$ cat config.mk
export PLATFORM = sky130hd
export DESIGN_NAME = dpll_clock_recovery
export DESIGN_NICKNAME = d
export VERILOG_FILES = /design/src/hw/dpll_pkg.sv /design/src/hw/dpll_clock_recovery.sv /design/src/hw/dpll_edge_detect.sv
export VERILOG_INCLUDE_DIRS = /design/src /design/src/hw
export SDC_FILE = /design/constraint.sdc
export NUM_CORES = 1
export LEC_CHECK = 0
export ABC_CLOCK_PERIOD_IN_PS = 3800
export CAP_MARGIN = 25
export CORE_MARGIN = 8
export CORE_UTILIZATION = 44
export DETAILED_ROUTE_END_ITERATION = 7
export DONT_BUFFER_PORTS = 1
export GPL_TIMING_DRIVEN = 0
export PLACE_DENSITY_LB_ADDON = 0.08
export SLEW_MARGIN = 0
export SYNTH_ARGS = -nofsm -noshare
export SYNTH_HDL_FRONTEND = slang
export SYNTH_SLANG_ARGS = --single-unit
$ cat constraint.sdc
create_clock -name mclk -period 3.8 [get_ports mclk]
set_input_delay 0.38 -clock mclk [delete_from_list [all_inputs] [get_ports mclk]]
set_output_delay 0.38 -clock mclk [all_outputs]
set_load 0.02 [all_outputs]
$ cat src/hw/dpll_consts.svh
// Constants for the clock recovery loop: command codes, counts and windows
// Notes on behaviour
// Begin-hunt command enables the loop, releasing the frozen counter and the edge detector.
// Begin-hunt while already enabled forces the loop back into search.
// Search holds the count until a data edge; that edge starts the output.
// With no further edges the output free runs at source clock over 32.
// Each later edge lengthens or shortens one counting cycle by one count.
// Software changes the NRZI/FM mode only while the loop is disabled.
// NRZI needs a x32 source; both outputs equal, sampling mid cell.
// NRZI edges late in count 15 or early in 16 cause no correction.
// NRZI edges in counts 16-31 lengthen, in 0-15 shorten the next cycle.
// NRZI cycle without an edge leaves the next cycle unadjusted.
// Corrections delete or repeat count 5, so only the Low time changes; in FM the receive clock is High at count 5, so its High time changes.
// NRZI search rests at count 16 with both outputs High.
// FM needs a x16 source; transmit lags receive by 90 degrees.
// FM counter still runs 0 to 31, one cycle spanning two bit cells.
// FM edges between mid 16 and mid 19 lengthen the next cycle.
// FM edges from mid 19 to mid 12 of next cycle are ignored.
// FM search, including disabled, rests at count 16 with both outputs Low.
// While disabled, toggling FM and NRZI mode toggles both clock outputs.
// FM cycle without edge in mid 12 to mid 19 latches the one-missing flag.
// Two missed cycles latch the two-missing flag; search entered at count 2.
// Missing flags stay until clear command, disable or begin-hunt.
// In NRZI mode or while disabled both missing flags are held at zero.
// Reset disables the loop, selects the clock pin source and NRZI mode.
// Seven loop commands sit in bits 7 to 5 of the control byte.
`ifndef DPLL_CONSTS_SVH
`define DPLL_CONSTS_SVH

`define DPLL_CMD_MSB      7
`define DPLL_CMD_LSB      5
`define DPLL_CMD_NULL     3'h0
`define DPLL_CMD_HUNT     3'h1
`define DPLL_CMD_CLRMISS  3'h2
`define DPLL_CMD_DISABLE  3'h3
`define DPLL_CMD_SRC_BRG  3'h4
`define DPLL_CMD_SRC_PIN  3'h5
`define DPLL_CMD_FM       3'h6
`define DPLL_CMD_NRZI     3'h7

`define DPLL_CNT_W        5
`define DPLL_SEARCH_CNT   5'h10
`define DPLL_ADJ_CNT      5'h05
`define DPLL_PRE_ADJ_CNT  5'h04
`define DPLL_DECIDE_CNT   5'h02
`define DPLL_NRZI_OK_LO   5'h0f
`define DPLL_NRZI_OK_HI   5'h10
`define DPLL_FM_WIN_LO    5'h0d
`define DPLL_FM_WIN_HI    5'h13
`define DPLL_FM_RX_PHASE  5'h04

`endif

$ cat src/hw/dpll_pkg.sv
// Types shared by the clock recovery loop modules
package dpll_pkg;

  typedef enum logic [2:0] {
    ST_OFF  = 3'b001,
    ST_HUNT = 3'b010,
    ST_RUN  = 3'b100
  } loop_state_t;

  typedef enum logic [1:0] {
    ADJ_NONE   = 2'b00,
    ADJ_LONG   = 2'b01,
    ADJ_SHORT  = 2'b10,
    ADJ_IGNORE = 2'b11
  } adj_t;

  typedef struct packed {
    loop_state_t st;
    logic [4:0]  cnt;
    adj_t        adj;
    logic        seen;
    logic        missPrev;
    logic        goHunt;
    logic        fm;
    logic        srcBrg;
    logic        oneMiss;
    logic        twoMiss;
    logic        rxClk;
    logic        txClk;
  } dpll_state_t;

  typedef struct packed {
    logic s1;
    logic s2;
    logic prev;
    logic pulse;
  } edge_state_t;

endpackage

$ cat src/hw/dpll_clock_recovery.sv
// Digital phase-locked loop recovering receive and transmit clocks from serial data
`include "dpll_consts.svh"

module dpll_clock_recovery (
  input  wire logic       mclk,
  input  wire logic       rst,
  input  wire logic       rxData,
  input  wire logic [7:0] ctrlByte,
  input  wire logic       ctrlWrite,
  output logic            rxClk,
  output logic            txClk,
  output logic            srcBrg,
  output logic            fmMode,
  output logic            enabled,
  output logic            searching,
  output logic            oneMissing,
  output logic            twoMissing
);
  import dpll_pkg::*;

  //--------------------------------------------------------------
  // Decode helpers
  //--------------------------------------------------------------
  function automatic logic rxLevel(input logic [4:0] c, input logic fm);
    logic [4:0] p;
    p = 5'(c + `DPLL_FM_RX_PHASE);
    rxLevel = fm ? p[3] : c[4];
  endfunction

  function automatic logic txLevel(input logic [4:0] c, input logic fm);
    txLevel = fm ? c[3] : c[4];
  endfunction

  function automatic logic inWindow(input logic [4:0] c);
    inWindow = (c >= `DPLL_FM_WIN_LO) && (c <= `DPLL_FM_WIN_HI);
  endfunction

  // edge position classes
  function automatic adj_t classify(input logic [4:0] c, input logic fm);
    adj_t a;
    a = ADJ_NONE;
    if (c == `DPLL_NRZI_OK_LO || c == `DPLL_NRZI_OK_HI) begin
      a = ADJ_NONE;
    end else if (!fm) begin
      a = (c > `DPLL_NRZI_OK_HI) ? ADJ_LONG : ADJ_SHORT;
    end else if (c > `DPLL_NRZI_OK_HI && c <= `DPLL_FM_WIN_HI) begin
      a = ADJ_LONG;
    end else if (c >= `DPLL_FM_WIN_LO && c < `DPLL_NRZI_OK_LO) begin
      a = ADJ_SHORT;
    end else begin
      a = ADJ_IGNORE;
    end
    classify = a;
  endfunction

  //--------------------------------------------------------------
  // Reset value and state
  //--------------------------------------------------------------
  localparam dpll_state_t RESET_STATE = '{
    st:       ST_OFF,
    cnt:      `DPLL_SEARCH_CNT,
    adj:      ADJ_NONE,
    seen:     1'b0,
    missPrev: 1'b0,
    goHunt:   1'b0,
    fm:       1'b0,
    srcBrg:   1'b0,
    oneMiss:  1'b0,
    twoMiss:  1'b0,
    rxClk:    1'b1,
    txClk:    1'b1
  };

  dpll_state_t s_r;
  dpll_state_t s_nxt;
  logic [2:0]  cmd;
  logic        cmdHunt;
  logic        cmdClr;
  logic        cmdOff;
  logic        cmdHit;
  logic        edgePulse;
  logic        missed;
  adj_t        cls;

  //--------------------------------------------------------------
  // Command decode
  //--------------------------------------------------------------
  // command field in bits 7 to 5
  assign cmd     = ctrlByte[`DPLL_CMD_MSB:`DPLL_CMD_LSB];
  assign cmdHit  = ctrlWrite && (cmd != `DPLL_CMD_NULL);
  assign cmdHunt = ctrlWrite && (cmd == `DPLL_CMD_HUNT);
  assign cmdClr  = ctrlWrite && (cmd == `DPLL_CMD_CLRMISS);
  assign cmdOff  = ctrlWrite && (cmd == `DPLL_CMD_DISABLE);

  //--------------------------------------------------------------
  // Edge detector
  //--------------------------------------------------------------
  dpll_edge_detect u_edge (
    .mclk      (mclk),
    .rst       (rst),
    .rxData    (rxData),
    .armed     (s_r.st != ST_OFF),
    .edgePulse (edgePulse)
  );

  //--------------------------------------------------------------
  // Next state
  //--------------------------------------------------------------
  always_comb begin
    s_nxt  = s_r;
    missed = 1'b0;
    cls    = classify(s_r.cnt, s_r.fm);
    // clear command, hardware set below wins
    if (cmdClr) begin
      s_nxt.oneMiss = 1'b0;
      s_nxt.twoMiss = 1'b0;
    end
    unique case (s_r.st)
      ST_OFF: begin
        s_nxt.cnt = `DPLL_SEARCH_CNT;
      end
      ST_HUNT: begin
        // first edge taken as a cell boundary
        if (edgePulse) begin
          s_nxt.st  = ST_RUN;
          s_nxt.cnt = 5'(s_r.cnt + 5'h01);
          s_nxt.seen = s_r.fm;
        end else begin
          s_nxt.cnt = `DPLL_SEARCH_CNT;
        end
      end
      ST_RUN: begin
        // lengthening applied at count 5, shortening at count 4
        if (s_r.adj == ADJ_LONG && s_r.cnt == `DPLL_ADJ_CNT) begin
          s_nxt.adj = ADJ_NONE;
        end else if (s_r.adj == ADJ_SHORT && s_r.cnt == `DPLL_PRE_ADJ_CNT) begin
          s_nxt.cnt = 5'(s_r.cnt + 5'h02);
          s_nxt.adj = ADJ_NONE;
        end else begin
          // free run over 32 counts
          s_nxt.cnt = 5'(s_r.cnt + 5'h01);
        end
        // only edges set corrections
        if (edgePulse && cls != ADJ_IGNORE) begin
          s_nxt.adj = cls;
        end
        if (s_r.fm && edgePulse && inWindow(s_r.cnt)) begin
          s_nxt.seen = 1'b1;
        end
        // boundary window closes at count 19
        if (s_r.fm && s_r.cnt == `DPLL_FM_WIN_HI) begin
          missed         = !(s_r.seen || (edgePulse && inWindow(s_r.cnt)));
          s_nxt.seen     = 1'b0;
          s_nxt.missPrev = missed;
          if (missed) begin
            s_nxt.oneMiss = 1'b1;
          end
          // second missed cycle
          if (missed && s_r.missPrev) begin
            s_nxt.twoMiss = 1'b1;
            s_nxt.goHunt  = 1'b1;
          end
        end
        // search entered at count 2
        if (s_r.goHunt && s_r.cnt == `DPLL_DECIDE_CNT) begin
          s_nxt.st       = ST_HUNT;
          s_nxt.cnt      = `DPLL_SEARCH_CNT;
          s_nxt.adj      = ADJ_NONE;
          s_nxt.seen     = 1'b0;
          s_nxt.missPrev = 1'b0;
          s_nxt.goHunt   = 1'b0;
        end
      end
    endcase
    // begin hunt enables or restarts search
    if (cmdHunt || cmdOff) begin
      s_nxt.st       = cmdHunt ? ST_HUNT : ST_OFF;
      s_nxt.cnt      = `DPLL_SEARCH_CNT;
      s_nxt.adj      = ADJ_NONE;
      s_nxt.seen     = 1'b0;
      s_nxt.missPrev = 1'b0;
      s_nxt.goHunt   = 1'b0;
      s_nxt.oneMiss  = 1'b0;
      s_nxt.twoMiss  = 1'b0;
    end
    // mode and source selection
    if (ctrlWrite) begin
      unique case (cmd)
        `DPLL_CMD_FM:      s_nxt.fm = 1'b1;
        `DPLL_CMD_NRZI:    s_nxt.fm = 1'b0;
        `DPLL_CMD_SRC_BRG: s_nxt.srcBrg = 1'b1;
        `DPLL_CMD_SRC_PIN: s_nxt.srcBrg = 1'b0;
        default: ;
      endcase
    end
    // flags held clear in NRZI or disabled
    if (!s_nxt.fm || s_nxt.st == ST_OFF) begin
      s_nxt.oneMiss = 1'b0;
      s_nxt.twoMiss = 1'b0;
    end
    // output decoders
    s_nxt.rxClk = rxLevel(s_nxt.cnt, s_nxt.fm);
    s_nxt.txClk = txLevel(s_nxt.cnt, s_nxt.fm);
  end

  //--------------------------------------------------------------
  // Registers
  //--------------------------------------------------------------
  // reset disables, pin source, NRZI
  always_ff @(posedge mclk) begin
    if (rst) begin
      s_r <= RESET_STATE;
    end else begin
      s_r <= s_nxt;
    end
  end

  assign rxClk      = s_r.rxClk;
  assign txClk      = s_r.txClk;
  assign srcBrg     = s_r.srcBrg;
  assign fmMode     = s_r.fm;
  assign enabled    = (s_r.st != ST_OFF);
  assign searching  = (s_r.st != ST_RUN);
  assign oneMissing = s_r.oneMiss;
  assign twoMissing = s_r.twoMiss;
endmodule

$ cat src/hw/dpll_edge_detect.sv
// Receive data synchroniser and transition detector
`include "dpll_consts.svh"

module dpll_edge_detect (
  input  wire logic mclk,
  input  wire logic rst,
  input  wire logic rxData,
  input  wire logic armed,
  output logic      edgePulse
);
  import dpll_pkg::*;

  edge_state_t s_r;
  edge_state_t s_nxt;

  //--------------------------------------------------------------
  // Next state
  //--------------------------------------------------------------
  always_comb begin
    s_nxt       = s_r;
    s_nxt.s1    = rxData;
    s_nxt.s2    = s_r.s1;
    s_nxt.prev  = s_r.s2;
    // detector gated by enable
    s_nxt.pulse = armed & (s_r.s2 ^ s_r.prev);
  end

  //--------------------------------------------------------------
  // Registers
  //--------------------------------------------------------------
  always_ff @(posedge mclk) begin
    if (rst) begin
      s_r <= '0;
    end else begin
      s_r <= s_nxt;
    end
  end

  assign edgePulse = s_r.pulse;

endmodule

**Word level (Yosys, flattened, before mapping)**

Index checks and enable logic that the tools add are counted.

- Register bits: 23
- Input port bits: 12
- Word-level logic and storage cells: 116

- Add/subtract/negate cells: 3
- Order comparisons: 4
- Equal/unequal tests: 24
- Multiplexer cells: 34
- Bitwise gates (word level): 2
- Reductions and logical operators: 33

Operators by type and width:

| kind | number |
|---|---|
| 2-bit 2-to-1 mux | 14 |
| 13-bit 2-to-1 mux | 2 |
| 3-bit equality test (second input constant) | 5 |
| 1-bit logical AND | 15 |
| 5-bit 2-to-1 mux | 3 |
| 5-bit one-hot mux with 3 select lines | 1 |
| 5-bit by 3-bit equality test with 1-bit output (second input constant) | 2 |
| 5-bit equality test (second input constant) | 2 |
| 3-bit by 1-bit equality test with 1-bit output (second input constant) | 3 |
| 3-bit by 2-bit equality test with 1-bit output (second input constant) | 3 |
| 1-bit 2-to-1 mux | 8 |
| 2-bit nonzero test | 4 |
| 3-bit 2-to-1 mux | 2 |
| 1-bit one-hot mux with 2 select lines | 3 |
| 3-bit one-hot mux with 2 select lines | 1 |
| 2-bit AND reduction | 3 |
| 3-bit AND reduction | 2 |
| 5-bit by 1-bit adder with 5-bit output (second input constant) | 1 |
| 5-bit by 2-bit adder with 5-bit output (second input constant) | 1 |
| 5-bit by 2-bit equality test with 1-bit output (second input constant) | 1 |
| 5-bit by 4-bit equality test with 1-bit output (second input constant) | 1 |
| 5-bit by 4-bit greater-or-equal comparator with 1-bit output (second input constant) | 1 |
| 5-bit > comparator (second input constant) | 1 |
| 5-bit <= comparator (second input constant) | 1 |
| 16 further kinds | 20 |

**Logic depth before layout (Yosys ltp)**

Gate-level depths: netlist of run 1.

- Depth after elaboration: 15
- Gate-level depth with buffers: 8

**Hierarchy**

Synthesis of run 1 repeated with hierarchy kept, for this count alone.

- Cells, all modules: 163
- Area total of the unflattened synthesis: 1,383.8 um^2

By module, submodules not included:

| module | times used | cells an instance | area an instance (um^2) | seq. area each (um^2) |
|---|---|---|---|---|
| dpll_clock_recovery | 1 | 154 | 1,263.7 | 380.4 |
| dpll_edge_detect | 1 | 9 | 120.1 | 80.1 |

**Least setup slack after synthesis of run 1**

OpenSTA, ideal clock, no wires.

- Kind: flip-flop to flip-flop
- From: reg s_r[13] (netlist name)
- To: reg s_r[10] (netlist name)
- Setup time: 0.117 ns
- Arrival: 1.689 ns
- Data required time: 3.683 ns
- Slack: 1.994 ns
- Cell stages (with the launch flop): 9
- Buffers on the path: 0
- Clock period less this slack: 1.806 ns
- Cell sequence: dfxtp_1 -> inv_1 -> ha_1 -> nand3b_1 -> nand2_1 -> a221oi_1 -> nor3_1 -> a21o_1 -> a32o_1

- Cells in the longest elaborated chain, start to end: 10
- Elaborated cells on any way between the ends: 27

Ends and longest elaborated chain:

| item | line | RTL |
|---|---|---|
| from (decl) | dpll_clock_recovery.sv:74 | `dpll_state_t s_r;` |
| from (signal assigned) | dpll_clock_recovery.sv:214 | `s_r <= s_nxt;` |
| 5-bit by 4-bit greater-or-equal comparator with 1-bit output (no source line) or 5-bit by 4-bit < comparator with 1-bit output (tied branches) | -- |  |
| 1-bit logical AND (no source line) | -- |  |
| 1-bit 2-to-1 mux | dpll_clock_recovery.sv:48 | `` end else if (c >= `DPLL_FM_WIN_LO && c < `DPLL_NRZI_OK_LO) begin `` |
| 2-bit 2-to-1 mux | dpll_clock_recovery.sv:46 | `` end else if (c > `DPLL_NRZI_OK_HI && c <= `DPLL_FM_WIN_HI) begin `` |
| 2-bit 2-to-1 mux | dpll_clock_recovery.sv:44 | `end else if (!fm) begin` |
| 2-bit 2-to-1 mux | dpll_clock_recovery.sv:42 | `` if (c == `DPLL_NRZI_OK_LO \|\| c == `DPLL_NRZI_OK_HI) begin `` |
| 2-bit != test | dpll_clock_recovery.sv:144 | `if (edgePulse && cls != ADJ_IGNORE) begin` |
| 1-bit logical AND | dpll_clock_recovery.sv:144 |  |
| 4-bit nonzero test (no source line) or 2-bit 2-to-1 mux (tied branches) | -- |  |
| 2-bit AND reduction (no source line) or 13-bit 2-to-1 mux (tied branches) | -- |  |

Parallel ways exist; a longest one is shown, timed or not.
A chain may end at the register's enable or synchronous reset.

**Final worst setup path of run 1**

- From: reg s_r[12] (netlist name)
- To: reg s_r, in the netlist twoMissing

- Cells in the longest elaborated chain, start to end: 9
- Elaborated cells on any way between the ends: 20

Ends and longest elaborated chain:

| item | line | RTL |
|---|---|---|
| 5-bit by 4-bit greater-or-equal comparator with 1-bit output (no source line) or 5-bit <= comparator (tied branches) | -- |  |
| 1-bit logical AND | dpll_clock_recovery.sv:35 | `` inWindow = (c >= `DPLL_FM_WIN_LO) && (c <= `DPLL_FM_WIN_HI); `` |
| 1-bit logical AND | dpll_clock_recovery.sv:152 | `missed = !(s_r.seen \|\| (edgePulse && inWindow(s_r.cnt)));` |
| 1-bit logical OR | dpll_clock_recovery.sv:152 |  |
| 1-bit logical NOT | dpll_clock_recovery.sv:152 |  |
| 1-bit logical AND | dpll_clock_recovery.sv:159 | `if (missed && s_r.missPrev) begin` |
| 1-bit 2-to-1 mux | dpll_clock_recovery.sv:159 |  |
| 2-bit 2-to-1 mux | dpll_clock_recovery.sv:151 | `` if (s_r.fm && s_r.cnt == `DPLL_FM_WIN_HI) begin `` |
| 2-bit 2-to-1 mux | dpll_clock_recovery.sv:118 | `unique case (s_r.st)` |

Parallel ways exist; a longest one is shown, timed or not.

==> flow_summary.yaml, run 1 <==
clock_tree:
  cts_sinks: 23
  cts_tree: "done"
  clock_path_buffers: 2
  cts.repair.resized: 0
  postCtsHoldBufs: 0
  clock_latency_ns: 0.31
  clkTransAtPathRegs_ns: 0.13
  clockRootBuffer: "clkbuf_4"
  cts_setup_buffers: 0
  htree_levels: 1
  cts_buffers: 3
global_route:
  grt_start_max_net_pins: 14
  grt_pass1_vias: 1172
  antenna_found_initial: 0
  grt_pass1_wl_mm: 5.354
  grt_usage_pct: 12.89
  overflow: 0
finish:
  area_growth_syn_to_layout_pct: 5.074
  nets: 195
  drive_above_1_share_pct: 8.571
  diodes: 0
  final_core_util_pct: 47.46
synthesis:
  post_synth_num_cell_types: 44
  yosysSeqAreaShare_pct: 33.95
  synth_enable_flop_cells: 0
  synth-main-ff-cell: "dfxtp_1"
  synth_area_um2: 1356
  netlist_instances: 171
  ys_warn_count: 0
  async_flop_share_pct: 0
  synth_nets: 190
  syn_avg_cell_area_um2: 7.932
  synth-seq-cells: 23
floorplan:
  dieArea_um2: 5115
  io_pins: 20
  start_util_pct: 45.17
  rows: 20
  die_w_um: 71.52
  core_um2: 3003
  dieHeight_um: 71.52
drt:
  wl_met3_um: 210
  drt_iter0_drc: 64
  met1_length_mm: 1.489
  routedWlPerCell_um: 15.31
  routed_wl_mm: 3.184
  dr_wl_met2_mm: 1.446
  vias: 1197
  vias_per_cell: 5.755
  ant_nets: 0
  dr.pass1.iters: 4
  drc: 0
  routed.top_layer: "met4"
critical_path:
  cp_data_arrival_time_ns: 2.51
  crit_fanout: 7
  start_kind: "flop"
  r2r_slack_ns: 1.54
  r2r-start: "s_r[12]$_SDFFE_PP0P_"
  rr_endpoint: "twoMissing$_SDFF_PP0_"
  worst_ep_required_time_ns: 4.05
  critPathCaptureType: "flop"
  crit_type: "flop to flop"
  reg2reg_depth: 8
sta:
  slew_headroom_pct: 57.57
  finalHoldViolations: 0
  tightest_slew_ns: 0.6341
  final-max-slew-violation-count: 0
  fin_skew_ns: 0.001527
  post-route-period-util_pct: 59.45
  setup_viol: 0
  tns_ns: 0
  clock.fmax_mhz: 442.6
  fin_crit_ns: 2.259
  worst_slack_ns: 1.541
  rsz0062_at_grt: "no"
placed_design:
  placement.io_buffers: 0
  post-dp-hpwl_mm: 2.380
  pre_cts_ws_ns: 1.616
  gp_congestion: 0.8452
worst_hold_path:
  hold_end: "u_edge.s_nxt[2]$_SDFF_PP0_"
  hp-start: "rst"
  hold_class: "primary input to flop"
  hold_path_depth: 1
pwr:
  switchingPower_w: 0.00009381
  power_frac_clock_pct: 29.8
  p_per_area_nw_per_um2: 271.0
  internal_power_w: 0.0002924
  combPwrFrac_pct: 5.2
  p_seq_share_pct: 65.0
  peakVddDrop_uv: 124.7
  p_leak_nw: 0.5638
  finalPower_w: 0.0003862
  switching_share_pct: 24.29
job:
  maxCapViolations: 0
run_status:
  outcome: "finished, final reports clean"
## layer usage
| layer | track usage, % | up-vias |
|---|---|---|
| li1 | - | 615 |
| met1 | 16.15 | 550 |
| met2 | 20.41 | 27 |
| met3 | 3.626 | 5 |
| met4 | 4.762 | 0 |
| met5 | 0 | - |
## synth_stat cells, types with 2 or more instances
master / instances / share of area [%]
inv_1: 10 / 2.8
and3b_1: 2 / 1.3
dfxtp_1: 23 / 34
nor2_1: 17 / 4.7
clkbuf_1: 2 / 0.55
nor2b_1: 7 / 3.2
ha_1: 7 / 6.5
nand2_1: 16 / 4.4
a21oi_1: 20 / 7.4
nor3_1: 3 / 1.1
nor2_2: 2 / 0.92
a21o_1: 2 / 1.1
nand4_1: 4 / 1.8
o21ai_1: 3 / 1.1
xnor2_1: 2 / 1.3
nand2b_1: 2 / 0.92
o21ai_0: 12 / 4.4
nand3_1: 6 / 2.2
a31oi_1: 4 / 1.8
nand3b_1: 3 / 1.7
## through the flow
step	hold WS, ns	area, µm²	cells
detailed placement	0.4278	1398	204
global placement	0.4196	1398	204
floorplan	0.4138	1356	171
finish	0.1186	1425	208
CTS	0.1075	1425	208
global route	0.09952	1425	208
## critical path, cell delays in order (launching register included)
cell and delay (ns):
dfxtp_1 0.48, inv_1 0.12, ha_1 0.21, a31oi_1 0.14
o21ai_0 0.17, and3b_1 0.25, nor4_1 0.49, nand2_1 0.19
a21oi_1 0.15
## power by group through the flow
stage	Combinational (W)	Clock, W	Sequential, W
after floorplan	0.0000164	0	0.000256
after global placement	0.0000203	0	0.000256
after detailed placement	0.0000203	0	0.000256
after CTS	0.0000204	0.000120	0.000251
after global routing	0.0000234	0.000126	0.000252
final	0.0000202	0.000115	0.000251
## flip-flops by register name, indices dropped and copies added, names as in the netlist
name,cells
oneMissing,1
txClk,1
u_edge.s_nxt,2
u_edge.edgePulse,1
fmMode,1
srcBrg,1
u_edge.s_r,1
s_r,13
twoMissing,1
rxClk,1
## worst max-delay path by stage
stage	start	endpoint	slack, ns	depth (start not counted)
detailed placement	s_r[12]$_SDFFE_PP0P_	twoMissing$_SDFF_PP0_	1.62	8
CTS	s_r[12]$_SDFFE_PP0P_	twoMissing$_SDFF_PP0_	1.57	8
global placement	s_r[12]$_SDFFE_PP0P_	twoMissing$_SDFF_PP0_	1.68	8
global route	s_r[12]$_SDFFE_PP0P_	twoMissing$_SDFF_PP0_	1.34	8
finish	s_r[12]$_SDFFE_PP0P_	twoMissing$_SDFF_PP0_	1.54	8
floorplan	s_r[13]$_SDFF_PP0_	s_r[10]$_SDFFE_PP0P_	1.99	8
## cells in the final DEF, fill, tap and decap left out, types with 3 or more instances in the layout
| master | count |
|---|---|
| a21oi_1 | 20 |
| a31oi_1 | 4 |
| clkbuf_4 | 3 |
| dfxtp_1 | 23 |
| ha_1 | 7 |
| inv_1 | 10 |
| nand2_1 | 16 |
| nand3_1 | 6 |
| nand3b_1 | 3 |
| nand4_1 | 4 |
| nor2_1 | 17 |
| nor2b_1 | 7 |
| nor3_1 | 3 |
| o21ai_0 | 12 |
| o21ai_1 | 3 |
## logic make-up after synthesis
group | Yosys count | share of synthesized area [%]
flops | 23 | 33.95
buf+inv | 15 | 4.797
fa+ha+maj | 7 | 6.457
simple gates | 71 | 28.14
compound gates | 52 | 24.72
xor+xnor | 3 | 1.938
## cell type report
class / count / area, µm²
Fill cell: 315 / 1578
Multi-Input combinational cell: 133 / 830.8
Sequential cell: 23 / 460.4
Inverter: 11 / 41.29
Tap cell: 33 / 41.29
Buffer: 4 / 23.77
Clock buffer: 3 / 22.52
Clock inverter: 1 / 5.005
Power figures use the tool's default switching activity.
==> inputs of run 2 (changes only) <==
- ABC_AREA: default -> 1
- ABC_CLOCK_PERIOD_IN_PS: 3800 -> 2250
- clock period: 3.8 -> 2.25 ns (I/O delays scaled with it)
==> run 2 against run 1 <==
Against the previous run:
- critical path depth is 4 higher
- non-clock buffer count stayed put
- sequential power is 69% higher
- die area is 5.4% higher
- register-to-register slack worse by 1.1 ns
- cell area is 9.1% higher
==> flow_summary.yaml, run 2 <==
synthesis:
  synth_nets: 225
  netlist_instances: 206
  synth_area_um2: 1451
  synth_top_area_cell: "dfxtp_1"
  synth_top_area_share_pct: 31.72
  async_flop_share_pct: 0
  ys_warn_count: 0
  post_synth_num_cell_types: 34
  synth_area_leaders: "dfxtp_1, nand2_1, inv_1"
  synth-seq-cells: 23
  synth_enable_flop_cells: 0
  synth-main-ff-cell: "dfxtp_1"
  synth_most_common_cell: "nand2_1"
  ys_top_cells_by_count: "nand2_1, inv_1, nor2_1"
  yosysSeqAreaShare_pct: 31.72
  syn_avg_cell_area_um2: 7.046
clock_tree:
  clock_latency_ns: 0.31
  clockRootBuffer: "clkbuf_4"
  htree_levels: 1
  cts_buffers: 3
  cts_sinks: 23
  cts.repair.resized: 0
  clock_path_buffers: 2
  clkTransAtPathRegs_ns: 0.12
  cts_tree: "done"
  cts_setup_buffers: 0
global_route:
  grt_start_max_net_pins: 13
  grt_pass1_vias: 1202
  antenna_found_initial: 0
  grt_usage_pct: 12.25
  grt_pass1_wl_mm: 5.209
  overflow: 0
run_status:
  outcome: "finished, final reports clean"
critical_path:
  crit_type: "flop to flop"
  crit_fanout: 8
  rr_endpoint: "rxClk$_SDFF_PP1_"
  cpMaxStageDelayCell: "dfxtp_1"
  reg2reg_depth: 12
  critical_path_buf_inv_count: 1
  r2r_slack_ns: 0.44
  critPathCaptureType: "flop"
  max_stage_delay_ns: 0.49
  cp_data_arrival_time_ns: 2.03
  r2r-start: "s_r[11]$_SDFFE_PP0P_"
  worst_ep_required_time_ns: 2.47
  start_kind: "flop"
  path_cells: "inv_1, ha_1, nand2_1, nor2_4, nor2_8, nor2_2, o21ai_2, nand2_1, nand2_1, nand2_1, nand2_1, nand2_1"
  cpMostUsedCell: "nand2_1"
  path_delay_family: "simple AND/OR/NAND/NOR gates"
  cp-startpoint: "s_r[11]$_SDFFE_PP0P_"
sta:
  fin_skew_ns: 0.001035
  rsz0062_at_grt: "no"
  clock.fmax_mhz: 552.1
  holdWs_ns: 0.09963
  post-route-period-util_pct: 80.50
  finalHoldViolations: 0
  setup_viol: 0
  tightest_slew_ns: 0.5909
  slew_headroom_pct: 60.19
  final-max-slew-violation-count: 0
  tns_ns: 0
  fin_crit_ns: 1.811
worst_hold_path:
  hp-start: "ctrlByte[6]"
  hold_class: "primary input to flop"
  hold_end: "srcBrg$_SDFFE_PP0P_"
  hold_path_depth: 2
placed_design:
  post-dp-hpwl_mm: 2.502
  placement.io_buffers: 0
  dp_cells: 252
  gp_congestion: 0.8345
drt:
  dr.pass1.iters: 4
  drc: 0
  vias_per_cell: 4.953
  routedWlPerCell_um: 11.77
  vias: 1278
  routed_wl_mm: 3.036
  ant_nets: 0
  drt_iter0_drc: 57
finish:
  top_register: "s_r"
  nets: 232
  final_cells: 258
  layout_common_cells: "nand2_1, inv_1, nor2_1"
  drive_above_1_share_pct: 13.21
  largest_register_ffs: 13
  final_common_cell: "nand2_1"
  area_growth_syn_to_layout_pct: 7.155
  diodes: 0
floorplan:
  start_util_pct: 44.55
  dieHeight_um: 73.44
  io_pins: 20
  core_um2: 3258
  dieArea_um2: 5393
  rows: 21
  die_w_um: 73.44
pwr:
  peakVddDrop_uv: 182.5
  finalPower_w: 0.0006576
  p_leak_nw: 0.6846
  p_per_area_nw_per_um2: 422.8
job:
  maxCapViolations: 0
run 2: area by class of cell:
type                       count  area, µm²
fill                         364       1703
inverter                      33      126.4
timing repair buffer           2      20.02
multi-input combinational    148      845.8
sequential                    23      460.4
tap                           46      57.56
clock buffer                   4      26.28
buffer                         2      18.77
run 2: how the worst max path moves through the flow:
| stage | to | slack, ns | depth (start not counted) |
|---|---|---|---|
| after global placement | rxClk$_SDFF_PP1_ | 0.47 | 12 |
| after detailed placement | rxClk$_SDFF_PP1_ | 0.46 | 12 |
| after floorplan | rxClk$_SDFF_PP1_ | 0.67 | 12 |
| final | rxClk$_SDFF_PP1_ | 0.44 | 12 |
| after global routing | rxClk$_SDFF_PP1_ | 0.28 | 12 |
| after CTS | rxClk$_SDFF_PP1_ | 0.43 | 12 |
run 2: through the flow:
step	worst slack, ns	utilization (%)	area, µm²
5_1_grt	0.2757	47.73	1555
4_1_cts	0.4327	47.73	1555
3_3_place_gp	0.4712	46.31	1509
3_5_place_dp	0.4578	46.31	1509
6_report	0.4386	47.73	1555
2_1_floorplan	0.6708	-	1451
run 2: logic make-up after synthesis:
logic type | share of synthesized area (%)
and+or+nand+nor | 37.84
adders and majority gates | 6.034
xor gates and xnor gates | 0.6036
AOI/OAI and AO/OA | 13.79
DFF | 31.72
buffers and inverters | 10.00
run 2: repair_timing:
action                                 4_1_cts  5_1_grt
setup endpoints to repair                    0        0
endpoints found under the hold margin        2        0
hold buffers                                 2        0
run 2: per-layer routing:
| layer | share of wire, % | wire, µm | GRT usage [%] |
|---|---|---|---|
| met1 | 46 | 1402 | 14.17 |
| met2 | 49 | 1480 | 20.66 |
| met3 | 3.2 | 97 | 2.592 |
| met4 | 1.8 | 56 | 6.208 |
| met5 | 0 | 0 | 0 |
run 2: power breakdown:
part	switching, W	internal [W]
Sequential	0.0000103	0.000415
Clock	0.000122	0.0000692
Combinational	0.0000271	0.0000142
